<file path="src/cfg_ref_consts.svh">
`ifndef CFG_REF_CONSTS_SVH
`define CFG_REF_CONSTS_SVH
`define OFF_OTP_WORD0 8'h00
`define OFF_INPUT_SRC 8'h13
`define BIT_I2C_DEFAULT 7
`define BIT_PRIM_SWAP 1
`define SM_LSB 2
`define RST_OTP_WORD0 8'h00
`define RST_INPUT_SRC 8'h00
`define SETTLE_MS 10
`define CLK_MHZ 100
`define SETTLE_CYCLES (`SETTLE_MS * 1000 * `CLK_MHZ)
`define LOAD_CYCLES 16
`endif

</file>
<file path="src/cfg_ref_pkg.sv">
package cfg_ref_pkg;
  typedef enum logic [2:0] {CFG_0, CFG_1, CFG_2, CFG_3, CFG_I2C_DEFAULT} cfg_sel_t;
  typedef struct packed {
    logic we;
    logic [7:0] addr;
    logic [7:0] wdata;
  } reg_wr_t;
endpackage

</file>
<file path="src/config_ref_select.sv">
`timescale 1ns/1ps
`include "cfg_ref_consts.svh"
module config_ref_select #(
  parameter int SETTLE_CYCLES = `SETTLE_CYCLES
) (
  input wire logic clock,
  input wire logic rst,
  input wire logic config_strap_refout_in,
  output logic config_strap_refout_out,
  output logic config_strap_refout_oe,
  input wire logic cfg_select_hi,
  input wire logic cfg_select_lo,
  input wire logic ref_input_select,
  input wire logic ref_clk_in,
  input wire cfg_ref_pkg::reg_wr_t reg_wr,
  output logic serial_enable,
  output logic serial_ready,
  output logic load_strobe,
  output cfg_ref_pkg::cfg_sel_t active_config,
  output logic ref_diff_selected,
  output logic [7:0] otp_config_word_zero,
  output logic [7:0] input_source_config
);
  logic [1:0] sel_meta_reg, sel_sync_reg, sel_prev_reg;
  logic strap_meta_reg, strap_sync_reg, insel_meta_reg, insel_sync_reg;
  logic sampled_reg, sampled_next, strap_reg, strap_next;
  logic [31:0] settle_reg, settle_next;
  logic [4:0] load_cnt_reg, load_cnt_next;
  logic loaded_reg, loaded_next, load_reg, load_next;
  cfg_ref_pkg::cfg_sel_t cfg_reg, cfg_next;
  logic [7:0] word0_reg, word0_next, src_reg, src_next;
  logic diff_reg, diff_next, refout_reg;
  logic settled, want_diff;

  // Select, strap and input-select pins are asynchronous to clock, so each goes through two stages; ref_clk_in gets one.
  always_ff @(posedge clock) begin
    sel_meta_reg <= {cfg_select_hi, cfg_select_lo};
    sel_sync_reg <= sel_meta_reg;
    strap_meta_reg <= config_strap_refout_in;
    strap_sync_reg <= strap_meta_reg;
    insel_meta_reg <= ref_input_select;
    insel_sync_reg <= insel_meta_reg;
    sel_prev_reg <= sel_sync_reg;
  end

  function automatic cfg_ref_pkg::cfg_sel_t pick_config(input logic strap, input logic flag,
                                                        input logic [1:0] sel);
    if (strap) begin
      pick_config = cfg_ref_pkg::cfg_sel_t'({1'b0, sel});
    end else if (flag) begin
      pick_config = cfg_ref_pkg::CFG_I2C_DEFAULT;
    end else begin
      pick_config = cfg_ref_pkg::CFG_0;
    end
  endfunction

  assign settled = (settle_reg >= 32'(SETTLE_CYCLES));
  assign want_diff = insel_sync_reg ^ src_reg[`BIT_PRIM_SWAP];

  always_comb begin
    sampled_next = 1'b1;
    strap_next = sampled_reg ? strap_reg : strap_sync_reg;
    settle_next = settled ? settle_reg : settle_reg + 32'd1;
    load_next = 1'b0;
    cfg_next = cfg_reg;
    load_cnt_next = load_cnt_reg;
    loaded_next = loaded_reg;
    word0_next = word0_reg;
    src_next = src_reg;
    diff_next = diff_reg;
    if (sampled_reg && !loaded_reg) begin
      // Copy stored configuration before the serial port answers.
      if (load_cnt_reg == 5'(`LOAD_CYCLES)) begin
        loaded_next = 1'b1;
        load_next = 1'b1;
        cfg_next = pick_config(strap_reg, word0_reg[`BIT_I2C_DEFAULT], sel_sync_reg);
      end else begin
        load_cnt_next = load_cnt_reg + 5'd1;
      end
    end else if (loaded_reg && strap_reg && settled && !word0_reg[`BIT_I2C_DEFAULT]
                 && sel_sync_reg != sel_prev_reg) begin
      load_next = 1'b1;
      cfg_next = pick_config(1'b1, 1'b0, sel_sync_reg);
    end
    if (reg_wr.we && loaded_reg && !strap_reg) begin
      if (reg_wr.addr == `OFF_OTP_WORD0) begin
        word0_next = reg_wr.wdata;
      end
      if (reg_wr.addr == `OFF_INPUT_SRC) begin
        src_next = reg_wr.wdata;
      end
    end
    // Switch only while the reference is low so no runt pulse appears.
    if (!src_reg[`SM_LSB + 1] && !refout_reg) begin
      diff_next = want_diff;
    end
  end

  always_ff @(posedge clock) begin
    if (rst) begin
      sampled_reg <= 1'b0;
      strap_reg <= 1'b0;
      settle_reg <= 32'h0;
      load_cnt_reg <= 5'h0;
      loaded_reg <= 1'b0;
      load_reg <= 1'b0;
      cfg_reg <= cfg_ref_pkg::CFG_0;
      word0_reg <= `RST_OTP_WORD0;
      src_reg <= `RST_INPUT_SRC;
      diff_reg <= 1'b0;
      refout_reg <= 1'b0;
    end else begin
      sampled_reg <= sampled_next;
      strap_reg <= strap_next;
      settle_reg <= settle_next;
      load_cnt_reg <= load_cnt_next;
      loaded_reg <= loaded_next;
      load_reg <= load_next;
      cfg_reg <= cfg_next;
      word0_reg <= word0_next;
      src_reg <= src_next;
      diff_reg <= diff_next;
      refout_reg <= ref_clk_in;
    end
  end

  // The pin is an input during sampling and becomes the reference output after.
  always_ff @(posedge clock) begin
    if (rst) begin
      config_strap_refout_out <= 1'b0;
      config_strap_refout_oe <= 1'b0;
      serial_enable <= 1'b0;
      serial_ready <= 1'b0;
    end else begin
      config_strap_refout_out <= refout_reg;
      config_strap_refout_oe <= sampled_reg;
      serial_enable <= sampled_reg && !strap_reg;
      serial_ready <= loaded_reg && !strap_reg;
    end
  end

  assign load_strobe = load_reg;
  assign active_config = cfg_reg;
  assign ref_diff_selected = diff_reg;
  assign otp_config_word_zero = word0_reg;
  assign input_source_config = src_reg;

  property p_strap_held;
    @(posedge clock) disable iff (rst)
      sampled_reg && $past(sampled_reg) |-> $stable(strap_reg);
  endproperty
  a_strap_held: assert property (p_strap_held) else $error("strap changed after sampling");

  property p_hw_no_serial;
    @(posedge clock) disable iff (rst)
      sampled_reg && strap_reg |=> !serial_enable;
  endproperty
  a_hw_no_serial: assert property (p_hw_no_serial) else $error("serial on in hw mode");

  property p_serial_on;
    @(posedge clock) disable iff (rst)
      sampled_reg && !strap_reg |=> serial_enable;
  endproperty
  a_serial_on: assert property (p_serial_on) else $error("serial off in serial mode");

  property p_oe_after;
    @(posedge clock) disable iff (rst) sampled_reg |=> config_strap_refout_oe;
  endproperty
  a_oe_after: assert property (p_oe_after) else $error("strap pin not driven");

  property p_hw_cfg;
    @(posedge clock) disable iff (rst)
      load_reg && strap_reg |->
        active_config == cfg_ref_pkg::cfg_sel_t'({1'b0, $past(sel_sync_reg)});
  endproperty
  a_hw_cfg: assert property (p_hw_cfg) else $error("wrong hw config");

  property p_serial_cfg;
    @(posedge clock) disable iff (rst)
      load_reg && !strap_reg |-> active_config ==
        (word0_reg[7] ? cfg_ref_pkg::CFG_I2C_DEFAULT : cfg_ref_pkg::CFG_0);
  endproperty
  a_serial_cfg: assert property (p_serial_cfg) else $error("wrong serial config");

  property p_no_early_change;
    @(posedge clock) disable iff (rst)
      $rose(loaded_reg) ##1 (!settled || !strap_reg) |-> !load_reg;
  endproperty
  a_no_early_change: assert property (p_no_early_change) else $error("early reload");

  // A reload after the boot load is only legal once settled, strapped high and flag clear.
  property p_reload_gated;
    @(posedge clock) disable iff (rst)
      load_reg && $past(loaded_reg) |-> $past(strap_reg) && $past(settled)
        && !$past(word0_reg[`BIT_I2C_DEFAULT]);
  endproperty
  a_reload_gated: assert property (p_reload_gated) else $error("reload not allowed");

  // Writes before the boot load or in hardware mode must leave both registers alone.
  property p_write_refused;
    @(posedge clock) disable iff (rst)
      reg_wr.we && (!loaded_reg || strap_reg) |=> $stable(src_reg) && $stable(word0_reg);
  endproperty
  a_write_refused: assert property (p_write_refused) else $error("write taken");

  property p_mux;
    @(posedge clock) disable iff (rst)
      !src_reg[3] && !refout_reg && $stable(src_reg) |=> diff_reg == $past(want_diff);
  endproperty
  a_mux: assert property (p_mux) else $error("reference select wrong");

  property p_glitchless;
    @(posedge clock) disable iff (rst) $changed(diff_reg) |-> !$past(refout_reg);
  endproperty
  a_glitchless: assert property (p_glitchless) else $error("switch while high");

  property p_no_early_serial;
    @(posedge clock) disable iff (rst) serial_ready |-> $past(loaded_reg);
  endproperty
  a_no_early_serial: assert property (p_no_early_serial) else $error("serial early");
endmodule

</file>
<file path="config.mk">
export PLATFORM = sky130hd
export DESIGN_NAME = config_ref_select
export DESIGN_NICKNAME = d
export VERILOG_FILES = /design/src/cfg_ref_pkg.sv /design/src/config_ref_select.sv
export VERILOG_INCLUDE_DIRS = /design/src /design/src/src
export SDC_FILE = /design/constraint.sdc
export NUM_CORES = 1
export LEC_CHECK = 0
export BUFFER_PORTS_ARGS = -buffer_cell sky130_fd_sc_hd__buf_2
export CORE_MARGIN = 4
export CORE_UTILIZATION = 49
export CTS_CLUSTER_SIZE = 40
export DETAILED_ROUTE_END_ITERATION = 7
export GPL_TIMING_DRIVEN = 0
export PLACE_DENSITY = 0.85
export SYNTH_ARGS = -nofsm -noshare
export SYNTH_HDL_FRONTEND = slang
export SYNTH_SLANG_ARGS = --single-unit
</file>
<file path="constraint.sdc">
create_clock -name clock -period 2 [get_ports clock]
set_input_delay 0.1 -clock clock [delete_from_list [all_inputs] [get_ports clock]]
set_output_delay 0.1 -clock clock [all_outputs]
set_load 0.03 [all_outputs]
</file>
==> results_tabular.tex <==
\begin{tabular}{lr}
\hline
Metric & Value \\
\hline
\multicolumn{2}{l}{\textbf{Power}} \\
\quad Total power after layout & 2.94 mW \\
\quad Static leakage & 1.54 nW \\
\quad P per Cell Area & 818 nW/um\^{}2 \\
\quad Largest voltage drop on the vdd net & 0.000758 V \\
\multicolumn{2}{l}{\textbf{Global route}} \\
\quad Remaining global-route overflow & 0 \\
\quad Antenna violations before repair & 0 \\
\quad Largest net degree at the start of global routing & 14 \\
\quad First-pass GRT wire length & 10700 um \\
\quad Overall global routing resource usage & a little under a fifth \\
\quad Number of global-route vias before repair & 2295 \\
\multicolumn{2}{l}{\textbf{Die}} \\
\quad Placement Rows & 27 \\
\quad Die area & 7060 um\^{}2 \\
\quad Die Height & about 84 um \\
\quad I/O Pins & 49 \\
\quad Area of the core & 5570 um\^{}2 \\
\quad Die width & 84.1 um \\
\quad Starting density of the core & 50.8\% \\
\multicolumn{2}{l}{\textbf{Placed design}} \\
\quad Total half-perimeter wirelength after legalization and detailed placement & 4420 um \\
\quad Final RePlAce weighted congestion & 0.797 \\
\quad Input/output buffers & 47 \\
\multicolumn{2}{l}{\textbf{Drt}} \\
\quad Top layer used by detailed routing & met4 \\
\quad Detailed-routed wire length on met3 & 353 um \\
\quad Pre-Repair DR Iteration Count & 4 \\
\quad Remaining antenna violation count & 0 \\
\quad WL met2 & 3410 um \\
\quad Vias post-DR & 2407 \\
\quad Final wirelength & between 6000 and 7000 um \\
\quad Number of design-rule violations left by the first detailed-router iteration & 96 \\
\quad Vias per Instance & 5.52 \\
\quad Total DRC errors in the routed layout & 0 \\
\quad Wire per inst & 15.0 um \\
\quad Met1 WL & 2630 um \\
\multicolumn{2}{l}{\textbf{Logic synthesis}} \\
\quad Dominant combinational cell family by area after synthesis & simple AND/OR/NAND/NOR gates \\
\quad Nets in the synthesized netlist & 314 \\
\quad Yosys warning total & 0 \\
\quad Multiplexer area fraction after synthesis & roughly 6.4\% \\
\quad Count of mapped cells out of synthesis & 286 \\
\quad Post-synth EDFFs & 0 \\
\quad Portion of the post-synthesis area used by sequential elements & a little over half \\
\quad Number of library cell types mapped by synthesis & 44 \\
\quad Register bit count reported by yosys & 76 \\
\quad Adder-cell area share of the yosys netlist & approximately 1.8\% \\
\quad Mapped cell area & 2830 um\^{}2 \\
\quad Fraction of the mapped netlist area in simple logic gates & $\sim$22\% \\
\quad Area share of xor/xnor cells in the synthesized design & 3.40\% \\
\quad Share of the synthesized area in compound gates (AO/OA/AOI/OAI) & between 10\% and 20\% \\
\quad Fraction of synthesis flops using an asynchronous set or reset pin & 0\% \\
\quad Most instantiated flip-flop cell in the synthesis netlist & dfxtp\_1 \\
\quad Syn\_area\_per\_cell & approximately 9.9 um\^{}2 \\
\multicolumn{2}{l}{\textbf{STA}} \\
\quad Post-route fraction of the period consumed by the critical path & 96.7\% \\
\quad Worst slew slack as a fraction of its limit & 61.3\% \\
\quad Achievable frequency & 517 MHz \\
\quad Unrepaired setup endpoints after global routing & yes \\
\quad Hold Violations, Final & 0 \\
\quad Shortest clock period the worst path allows after layout & a little under 2000 ps \\
\quad Final-report max-slew violation count & 0 \\
\quad Setup TNS & 0 ps \\
\quad Worst setup skew after layout & $\sim$8.7 ps \\
\quad Final-layout worst hold slack & around 9.6 ps \\
\quad Transition time at the pin with the least slew margin & 580 ps \\
\quad Setup violation total in the final timing report & 0 \\
\multicolumn{2}{l}{\textbf{Worst setup path}} \\
\quad Highest fanout seen on the critical path & 3 \\
\quad Required time at the worst-slack endpoint & 2270 ps \\
\quad Critical Path AT & 2210 ps \\
\quad Worst Path Class, Setup & reg2reg \\
\quad Critical Path End Type & register \\
\quad Length in cells of the worst reg-to-reg path & 6 \\
\quad Startpoint type of the worst setup path & register \\
\multicolumn{2}{l}{\textbf{Layout}} \\
\quad Post-layout nets & approximately 390 \\
\quad Number of flip-flops under the largest register name & 32 \\
\quad Most frequent cells in the layout & dfxtp\_1 (74), buf\_2 (47), nor2\_1 (34) \\
\quad Final design utilization & about 65\% \\
\quad Final antenna diode count & 0 \\
\quad Share of layout cells above drive strength 1 & 23.6\% \\
\quad Area growth from synthesis to layout & 27.0\% \\
\quad Most frequent standard cell in the layout excluding fill and tap cells & dfxtp\_1 \\
\multicolumn{2}{l}{\textbf{Clock tree}} \\
\quad Depth of the CTS H-tree & 3 \\
\quad Clock-pin slew of the registers on the worst-case setup and hold paths & 80 ps \\
\quad Deepest clock path buffer count & 2 \\
\quad CTS root buffer & clkbuf\_8 \\
\quad Clock Sink Count & 76 \\
\quad CTS tree & done \\
\quad Total CTS buffers & 9 \\
\quad Clock latency at the later pin of the worst-skew pair & 350 ps \\
\multicolumn{2}{l}{\textbf{Hold path}} \\
\quad Hold Path Stages & 3 \\
\quad Worst Hold Class & in2reg \\
\multicolumn{2}{l}{\textbf{Run}} \\
\quad Count of maximum capacitance violations & 0 \\
\multicolumn{2}{l}{\textbf{Outcome}} \\
\quad Run status & finished clean \\
\hline
\end{tabular}
-- area by class of cell --
cell class	count	area, um^2
fillers	420	1980
inverters	9	33.8
clock inverters	6	88.8
flip-flops and latches	76	1520
clock buffers	10	128
repair buffers	62	373
well taps	72	90.1
plain buffers	9	37.5
multi-input cells	192	1320
-- synthesized netlist by cell type (3+ instances only) --
| cell type | instances | area [um^2] |
|---|---|---|
| clkbuf_1 | 9 | 33.8 |
| nor2b_1 | 16 | 100 |
| nor4_1 | 7 | 43.8 |
| xor2_1 | 3 | 26.3 |
| nand2_1 | 13 | 48.8 |
| nand4_1 | 9 | 56.3 |
| ha_1 | 4 | 50.1 |
| o21ai_0 | 8 | 40.0 |
| xnor2_1 | 8 | 70.1 |
| mux2i_1 | 18 | 180 |
| nor2_1 | 34 | 128 |
| a21oi_1 | 16 | 80.1 |
| nand3_1 | 10 | 50.1 |
| and3_1 | 3 | 18.8 |
| or3_1 | 7 | 43.8 |
| o31ai_1 | 3 | 22.5 |
| dfxtp_1 | 76 | 1520 |
| inv_1 | 9 | 33.8 |
-- routing by layer --
metal  vias to the layer above  track usage, %
met5                         -               0
met4                         0            8.04
met3                        15            5.43
met2                        63            31.4
met1                      1164            22.2
li1                       1165               -
-- path summary, 6_finish.rpt --
check             startpoint                      to  slack, ps
max reg2reg   settle_reg[27]          settle_reg[18]         70
min                reg_wr[2]  input_source_config[2]         10
max           settle_reg[27]          settle_reg[18]         70
min reg2reg  sel_meta_reg[1]         sel_sync_reg[1]        330
-- worst max-delay path, stage by stage (launching register included) --
cell	delay (ps)
dfxtp_1	350
nor4_2	380
and3_4	250
nand4_1	160
buf_4	190
or4_1	410
a21oi_2	140
-- what timing repair did --
item,in CTS,in global routing
pin swaps,2,3
endpoints found under the hold margin,11,0
resized for setup,4,11
hold buffers,10,0
endpoints found under the setup margin,10,12
setup buffers,3,2
-- kinds of logic after synthesis --
kind of cell	after synthesis
AOI/OAI and AO/OA	44
muxes	18
DFF	76
and+or+nand+nor	115
xor gates and xnor gates	11
adders and majority gates	4
buffers and inverters	18
-- per-stage QoR --
stage / instances / worst slack (ps) / instance area [um^2]
finish: 436 / 65.4 / 3600
detailed placement: 405 / -284 / 3160
global route: 436 / -50.4 / 3600
CTS: 434 / 24.7 / 3520
global placement: 405 / -206 / 3160
floorplan: 286 / 136 / 2830
-- where the power goes --
part / total [mW] / leakage [nW] / switching (mW) / internal [mW]
sequential: 1.56 / 0.620 / 0.0200 / 1.54
clock: 1.25 / 0.102 / 0.547 / 0.702
combinational: 0.133 / 0.822 / 0.0721 / 0.0612
total: 2.94 / 1.54 / 0.639 / 2.30
Power figures use the tool's default switching activity.
